<file path="src/design/charger_input_control_consts.vh">
/*
 Constants for the two charger input and control configuration registers.
 Assumes a byte-wide register port driven by the serial bus front end.
*/
// Overview of operation
// - Input-control bit 7 enables input high impedance, defaults to 0 and clears on register reset or watchdog expiry.
// - Input-control bit 6 set makes the thermistor count as always good for charge enabling, 0 by default.
// - While the thermistor is ignored the reported thermistor fault code is all zeros.
// - Input-control bit 5 reads 1 when remote sense was not detected and 0 when it was detected.
// - Host may write 0 to the remote-sense disable bit and the device then starts a new remote-sense detection.
// - The 5-bit input current limit is 100 mA plus weights 1600, 800, 400, 200 and 100 mA of set bits.
// - The input current limit resets to the 2400 mA code and only a register reset restores it.
// - After input source detection the device loads 500 mA if the source select pin is high, else 2.4 A.
// - Control bit 7 disables pulse skipping, defaults to 0 and only a register reset clears it.
// - Writing 1 to the watchdog kick bit restarts the watchdog and the device clears the bit itself.
// - Charging is enabled only with the charge enable pin low, charge enable bit 1 and nonzero charge current.
// - The 3-bit system minimum voltage codes 3.0 to 3.7 V and only a register reset restores it.
// - The system minimum voltage defaults to code 101, 3.5 V.
// - The charger control register at offset 01h resets to 1Ah and is readable and writable, except that the kick bit 6 clears itself.
`ifndef CHARGER_INPUT_CONTROL_CONSTS_VH
`define CHARGER_INPUT_CONTROL_CONSTS_VH
`define ADDR_INPUT_LIMIT_CONTROL 8'h00
`define ADDR_CHARGER_CONTROL_ZERO 8'h01
`define RESET_INPUT_LIMIT_CONTROL 8'h17
`define RESET_CHARGER_CONTROL_ZERO 8'h1a
`define BIT_HIGH_IMPEDANCE 7
`define BIT_THERMISTOR_IGNORE 6
`define BIT_REMOTE_SENSE_DISABLE 5
`define LIMIT_MSB 4
`define BIT_PULSE_SKIP_DISABLE 7
`define BIT_WATCHDOG_KICK 6
`define BIT_CHARGE_ENABLE 4
`define SYSMIN_MSB 3
`define SYSMIN_LSB 1
`define LIMIT_CODE_500MA 5'h04
`define LIMIT_CODE_2400MA 5'h17
`define THERMISTOR_NORMAL 3'h0
`endif

</file>
<file path="src/design/charge_enable_gate.v">
/*
 Combines the charge enable conditions into one registered level.
 Assumes all inputs synchronous to clk_sys.
*/
`timescale 1ns/100ps
`include "charger_input_control_consts.vh"
module charge_enable_gate (
    // Clock and reset
    input wire clk_sys,
    input wire arst_n,
    // Conditions
    input wire charge_enable_n,
    input wire charge_enable_bit,
    input wire [5:0] charge_current_code,
    input wire thermistor_ok,
    // Result
    output reg charge_allowed
);
    // All conditions must hold together
    always @(posedge clk_sys or negedge arst_n) begin
        if (!arst_n) begin
            charge_allowed <= 1'b0;
        end else begin
            charge_allowed <= !charge_enable_n && charge_enable_bit && (|charge_current_code) && thermistor_ok;
        end
    end
endmodule // charge_enable_gate

</file>
<file path="src/design/charger_input_control_regs.v">
/*
 Input-limit control and charger control registers with their side effects.
 The input-limit register holds the high-impedance enable, the thermistor-ignore option,
 the remote-sense disable status and the 5-bit input current limit. The charger control
 register holds the pulse-skip disable, the self-clearing watchdog kick, the charge enable
 bit, the system minimum voltage and two reserved bits that only store what is written.
 Besides host writes, the registers are changed by a register reset (all fields), by
 watchdog expiry (high impedance, kick and charge enable only), by the end of input source
 detection (current limit) and by the result of a remote-sense detection (disable bit).
 In one cycle a register reset beats watchdog expiry, which beats the detection updates,
 which beat a host write.
 Every field that leaves the block is registered, so outputs lag the registers by a cycle.
 Assumes a byte register port from the serial front end, one-cycle strobes, synchronous inputs.
 Assumes the front end turns ack into an acknowledge bit and nack into a refused address.
 Assumes watchdog_expired, source_detect_done and remote_sense_result_valid are one-cycle pulses.
 Assumes the host waits for source detection to finish before writing a new current limit.
*/
`timescale 1ns/100ps
`include "charger_input_control_consts.vh"
module charger_input_control_regs (
    // Clock and reset
    input wire clk_sys,
    input wire arst_n,
    // Register port
    input wire reg_write,
    input wire reg_read,
    input wire [7:0] reg_addr,
    input wire [7:0] reg_wdata,
    output reg [7:0] reg_rdata,
    output reg reg_ack,
    output reg reg_nack,
    // Reset sources
    input wire register_reset,
    input wire watchdog_expired,
    // Input source detection
    input wire source_detect_done,
    input wire source_select_pin,
    // Remote sense detection
    input wire remote_sense_detected,
    input wire remote_sense_result_valid,
    // Charge conditions
    input wire charge_enable_n,
    input wire [5:0] charge_current_code,
    input wire thermistor_ok,
    input wire [2:0] thermistor_fault_raw,
    // Outputs to regulation logic
    output reg input_high_impedance,
    output reg pulse_skip_disable,
    output reg [4:0] input_current_limit,
    output reg [2:0] system_min_voltage,
    output reg remote_sense_use_battery_pin,
    output reg remote_sense_start,
    output reg watchdog_restart,
    output reg [2:0] thermistor_fault_code,
    output wire charge_allowed
);
    reg [7:0] input_limit_control;
    reg [7:0] charger_control_zero;
    reg [7:0] next_read;
    wire hit_input;
    wire hit_control;
    wire thermistor_effective_ok;
    wire write_input;
    wire write_control;
    wire access_any;
    wire access_mapped;

    // Register defaults kept as words so single fields can be picked out
    localparam [7:0] INPUT_DEFAULT = `RESET_INPUT_LIMIT_CONTROL;
    localparam [7:0] CONTROL_DEFAULT = `RESET_CHARGER_CONTROL_ZERO;
    localparam [4:0] LIMIT_DEFAULT = INPUT_DEFAULT[`LIMIT_MSB:0];
    localparam [2:0] SYSMIN_DEFAULT = CONTROL_DEFAULT[`SYSMIN_MSB:`SYSMIN_LSB];
    localparam [0:0] CHARGE_ENABLE_DEFAULT = CONTROL_DEFAULT[`BIT_CHARGE_ENABLE];

    // Address compare used by read and write paths
    function is_addr;
        input [7:0] addr;
        input [7:0] target;
        begin
            is_addr = (addr == target);
        end
    endfunction

    assign hit_input = is_addr(reg_addr, `ADDR_INPUT_LIMIT_CONTROL);
    assign hit_control = is_addr(reg_addr, `ADDR_CHARGER_CONTROL_ZERO);

    // Strobe qualifiers shared by the register, answer and event logic
    assign write_input = reg_write && hit_input;
    assign write_control = reg_write && hit_control;
    assign access_any = reg_write || reg_read;
    assign access_mapped = hit_input || hit_control;

    // Input-limit control register
    always @(posedge clk_sys or negedge arst_n) begin
        if (!arst_n) begin
            input_limit_control <= `RESET_INPUT_LIMIT_CONTROL;
        end else if (register_reset) begin
            input_limit_control <= `RESET_INPUT_LIMIT_CONTROL;
        end else begin
            if (write_input) begin
                input_limit_control <= reg_wdata;
            end
            if (source_detect_done) begin
                // Automatic update wins over a host write in the same cycle
                input_limit_control[`LIMIT_MSB:0] <= source_select_pin ?
                    `LIMIT_CODE_500MA : `LIMIT_CODE_2400MA;
            end
            if (remote_sense_result_valid) begin
                input_limit_control[`BIT_REMOTE_SENSE_DISABLE] <= !remote_sense_detected;
            end
            if (watchdog_expired) begin
                input_limit_control[`BIT_HIGH_IMPEDANCE] <= 1'b0;
            end
        end
    end

    // Charger control register; watchdog restores kick and charge enable bits only
    always @(posedge clk_sys or negedge arst_n) begin
        if (!arst_n) begin
            charger_control_zero <= `RESET_CHARGER_CONTROL_ZERO;
        end else if (register_reset) begin
            charger_control_zero <= `RESET_CHARGER_CONTROL_ZERO;
        end else begin
            if (write_control) begin
                charger_control_zero <= reg_wdata;
            end else if (charger_control_zero[`BIT_WATCHDOG_KICK]) begin
                charger_control_zero[`BIT_WATCHDOG_KICK] <= 1'b0;
            end
            if (watchdog_expired) begin
                charger_control_zero[`BIT_WATCHDOG_KICK] <= 1'b0;
                charger_control_zero[`BIT_CHARGE_ENABLE] <= CHARGE_ENABLE_DEFAULT;
            end
        end
    end

    // Read mux returning zero for unmapped addresses
    always @* begin
        next_read = 8'h00;
        if (hit_input) begin
            next_read = input_limit_control;
        end else if (hit_control) begin
            next_read = charger_control_zero;
        end
    end

    // Register port answer one cycle after the strobe
    always @(posedge clk_sys or negedge arst_n) begin
        if (!arst_n) begin
            reg_rdata <= 8'h00;
            reg_ack <= 1'b0;
            reg_nack <= 1'b0;
        end else begin
            reg_ack <= access_any && access_mapped;
            reg_nack <= access_any && !access_mapped;
            if (reg_read) begin
                reg_rdata <= next_read;
            end
        end
    end

    assign thermistor_effective_ok = thermistor_ok || input_limit_control[`BIT_THERMISTOR_IGNORE];

    // Registered copies of the fields that steer the regulation loops
    always @(posedge clk_sys or negedge arst_n) begin
        if (!arst_n) begin
            input_high_impedance <= 1'b0;
            pulse_skip_disable <= 1'b0;
            input_current_limit <= LIMIT_DEFAULT;
            system_min_voltage <= SYSMIN_DEFAULT;
            remote_sense_use_battery_pin <= 1'b0;
        end else begin
            input_high_impedance <= input_limit_control[`BIT_HIGH_IMPEDANCE];
            pulse_skip_disable <= charger_control_zero[`BIT_PULSE_SKIP_DISABLE];
            input_current_limit <= input_limit_control[`LIMIT_MSB:0];
            system_min_voltage <= charger_control_zero[`SYSMIN_MSB:`SYSMIN_LSB];
            remote_sense_use_battery_pin <= input_limit_control[`BIT_REMOTE_SENSE_DISABLE];
        end
    end

    // New remote-sense detection when the host drops the disable bit, unless a register reset swallows the write
    always @(posedge clk_sys or negedge arst_n) begin
        if (!arst_n) begin
            remote_sense_start <= 1'b0;
        end else begin
            remote_sense_start <= write_input && !register_reset
                && !reg_wdata[`BIT_REMOTE_SENSE_DISABLE]
                && input_limit_control[`BIT_REMOTE_SENSE_DISABLE];
        end
    end

    // One restart pulse per kick, since the kick bit clears a cycle after it is set
    always @(posedge clk_sys or negedge arst_n) begin
        if (!arst_n) begin
            watchdog_restart <= 1'b0;
        end else begin
            watchdog_restart <= charger_control_zero[`BIT_WATCHDOG_KICK];
        end
    end

    // Fault code forced to normal while the thermistor is ignored
    always @(posedge clk_sys or negedge arst_n) begin
        if (!arst_n) begin
            thermistor_fault_code <= `THERMISTOR_NORMAL;
        end else if (input_limit_control[`BIT_THERMISTOR_IGNORE]) begin
            thermistor_fault_code <= `THERMISTOR_NORMAL;
        end else begin
            thermistor_fault_code <= thermistor_fault_raw;
        end
    end

    // Charge enable decision
    charge_enable_gate u_gate (
        .clk_sys(clk_sys),
        .arst_n(arst_n),
        .charge_enable_n(charge_enable_n),
        .charge_enable_bit(charger_control_zero[`BIT_CHARGE_ENABLE]),
        .charge_current_code(charge_current_code),
        .thermistor_ok(thermistor_effective_ok),
        .charge_allowed(charge_allowed)
    );
endmodule // charger_input_control_regs

</file>
<file path="config.mk">
export PLATFORM = sky130hd
export DESIGN_NAME = charger_input_control_regs
export DESIGN_NICKNAME = d
export VERILOG_FILES = /design/src/design/charge_enable_gate.v /design/src/design/charger_input_control_regs.v
export VERILOG_INCLUDE_DIRS = /design/src /design/src/design
export SDC_FILE = /design/constraint.sdc
export NUM_CORES = 1
export LEC_CHECK = 0
export ABC_AREA = 0
export BUFFER_PORTS_ARGS = -buffer_cell sky130_fd_sc_hd__clkbuf_2
export CAP_MARGIN = 10
export CORE_MARGIN = 1.5
export CORE_UTILIZATION = 44
export CTS_CLUSTER_DIAMETER = 200
export DETAILED_ROUTE_END_ITERATION = 8
export GPL_TIMING_DRIVEN = 0
export PLACE_DENSITY_LB_ADDON = 0.05
export SLEW_MARGIN = 20
export SYNTH_ARGS = -nofsm -noshare
export SYNTH_HDL_FRONTEND = slang
export SYNTH_SLANG_ARGS = --single-unit
</file>
<file path="constraint.sdc">
create_clock -name clk_sys -period 0.8 [get_ports clk_sys]
set_input_delay 0.12 -clock clk_sys [delete_from_list [all_inputs] [get_ports clk_sys]]
set_output_delay 0.12 -clock clk_sys [all_outputs]
set_load 0.01 [all_outputs]
</file>
==> results.cfg <==
[global_route]
grt_busiest_layer = met2
antenna_found_initial = 0
grt_pass1_vias = 1532
grt_overflow = 0
grt.total_usage = 0.227
grt.met2_usage = 0.401
grt_pass1_wl_um = 7310
grt_util_met1 = 0.270
grt_max_degree = 44
grt_use_met3 = 0.0596

[clocking]
cts.clk_slew.worst_paths_ns = 0.08
cts_buffers = 5
cts_max_path_buffers = 2
cts_hold_buf = 0
cts_root_buf = clkbuf_8
clock_sinks = 43
h-tree-depth = 2
clk_latency_ns = 0.29
cts_tree = built

[final_layout]
area_growth_syn_to_layout_pct = 50.5
diodes = 0
drive_gt1_frac = 0.570
fin_nets = 257

[worst_setup_path]
path_class = in2reg
worstPathRequired_ns = 1.03
path_cells = buf_8 -> or4_4 -> clkbuf_16 -> nor3_4 -> and3_1
path_max_fanout = 6
timing.rr.start = charger_control_zero[3]$_DFFE_PN1P_
arrival_ns = 1.41
slowest_stage = or4_4
end_kind = flop
critPathMaxStageDelay_ns = 0.62
r2r_slack_ns = -0.08
cp-start-kind = input pin
crit_start = reg_addr[2]
reg2reg_depth = 2

[synthesis]
synth_seq_cells = 43
syn_nets = 183
yosysWarnings = 0
syn_inst = 146
ys_seq_area_frac = 0.620
avgSynthCellArea_um2 = 12.1
synth_cell_type_count = 32
syn_area_um2 = 1760

[placement]
gp_congestion = 0.851
portBuffers = 62
dp_slack_ns = -0.771
dp_hpwl_um = 3060

[route]
drt-pass1-iter-count = 4
drc = 0
wl_um = 4730
ant_nets = 0
vias = 1531
post_drt_wl_per_cell_um = 17.6
drt_iter0_markers = 70
viasPerCell = 5.69

[sta]
grt_setup_unrepaired = yes
holdWs_ns = -0.0430
fmax_mhz = 852
final_hold_viol_count = 30
setup_viol = 54
post-route-period-util = 1.47
finalClockSkew_ns = 0.00363
fin_crit_ns = 1.17
drv_slew = 0
slew_headroom = 0.386
fin_ws_ns = -0.374
worst_slew_pin_slew_ns = 0.921

[floorplan]
core_region_area_um2 = 3740
start_util = 0.471
die_w_um = 66.3
rows = 22
dieArea_um2 = 4400
io_pins = 64
die_height_um = 66.3

[flow_run]
drv_cap = 0

[power_and_ir_drop]
p_total_mw = 4.71
leakage_nw = 1.21
peakVddDrop_mv = 1.31
p_per_area_nw_per_um2 = 1770

[status]
violations = hold timing, setup timing
status = complete, but fails checks

[min_path]
hold_class = in2async
## kinds of logic after synthesis
family	Yosys count	synth area share
DFF	43	0.620
AOI/OAI and AO/OA	36	0.144
and+or+nand+nor	42	0.150
muxes	8	0.0454
buffers and inverters	17	0.0405
## routing by layer
layer | share of wire | vias to the layer above
met5 | 0 | -
met4 | 0.013 | 0
met3 | 0.055 | 7
met2 | 0.53 | 62
met1 | 0.40 | 760
li1 | - | 702
## power breakdown
part,total [mW],switching [mW],internal [mW]
Combinational,0.481,0.287,0.195
Sequential,2.25,0.0222,2.23
Clock,1.98,0.728,1.25
Total,4.71,1.04,3.67
## layout by cell type, fill, tap and decap left out, types with 2 or more instances in the layout
cell type and instances:
a211o_1 3, a21oi_1 6, a21oi_2 2, and3_1 2, buf_2 3, buf_4 6, buf_6 8, buf_8 2
bufinv_16 2, clkbuf_1 2, clkbuf_2 53, clkbuf_8 6, dfrtp_1 29, dfstp_2 13, inv_1 8, mux2i_1 8
nand4_1 11, nor2_1 5, nor2b_1 3, nor3_1 3, nor3_4 5, nor4_4 2, o22ai_2 8, o311a_1 4
o31a_1 3, o31ai_2 3, o31ai_4 4
## worst paths after layout
check	end
worst max-delay path	charger_control_zero[6]$_DFF_PN0_
worst min-delay path	thermistor_fault_code[0]$_DFF_PN0_
worst max register to register	charger_control_zero[3]$_DFFE_PN1P_
worst min register to register	input_current_limit[2]$_DFF_PN1_
max in group asynchronous	input_limit_control[6]$_DFFE_PN0P_
min in group clk_sys	u_gate.charge_allowed$_DFF_PN0_
## cell type report
type	count	area [um2]
sequential	43	1090
fill	292	1090
multi-input combinational	86	830
timing repair buffer	69	444
clock buffer	6	72.6
buffer	7	63.8
clock inverter	2	60.1
tap	48	60.1
inverter	8	30.0
## registers in the layout (all words and copies together), names as in the netlist, 3 cells and up
signal,count
thermistor_fault_code,3
system_min_voltage,3
reg_rdata,8
input_limit_control,8
input_current_limit,5
charger_control_zero,8
## what timing repair did
action,in CTS,in global routing
setup buffers,4,3
cloned,0,1
gates resized for setup,26,31
setup endpoints to repair,54,55
pin swaps,7,7
## worst max-delay path, delay by kind of cell
kind,cells,cell delay (ns)
buffers and inverters,2,0.30
AND/OR/NAND/NOR,3,0.99
## through the flow
stage | utilization | setup TNS (ns) | instance area [um2] | instances | hold slack, ns
after global routing | 0.709 | -11.36 | 2650 | 269 | 0.00609
after floorplan | - | -8.68 | 1820 | 146 | -0.176
after CTS | 0.664 | -9.44 | 2480 | 266 | 0.0123
after detailed placement | 0.586 | -23.32 | 2190 | 256 | 0.298
after global placement | 0.586 | -21.04 | 2190 | 256 | 0.281
final | 0.709 | -9.71 | 2650 | 269 | -0.0430
## synth_stat cells, drive strengths merged
cell	instances	share of area
dfrtp	30	0.43
dfstp	13	0.19
nand4	11	0.039
a21oi	8	0.023
inv	8	0.017
mux2i	8	0.045
nor3	8	0.035
o22ai	8	0.028
o31ai	7	0.030
clkbuf	5	0.011
nor2	5	0.011
buf	4	0.013
nor2b	4	0.014
o311a	4	0.023
a211o	3	0.015
o31a	3	0.015
and3	2	0.0071
nor4	2	0.0071
or4	2	0.0085
a21boi	1	0.0043
a31oi	1	0.0036
and2	1	0.0036
nand2	1	0.0021
nand2b	1	0.0036
nand3	1	0.0028
nand3b	1	0.0043
nor4b	1	0.0050
o21ai	1	0.0028
or2	1	0.0036
or3	1	0.0036
Note: power is estimated with default switching activity, not from simulation.
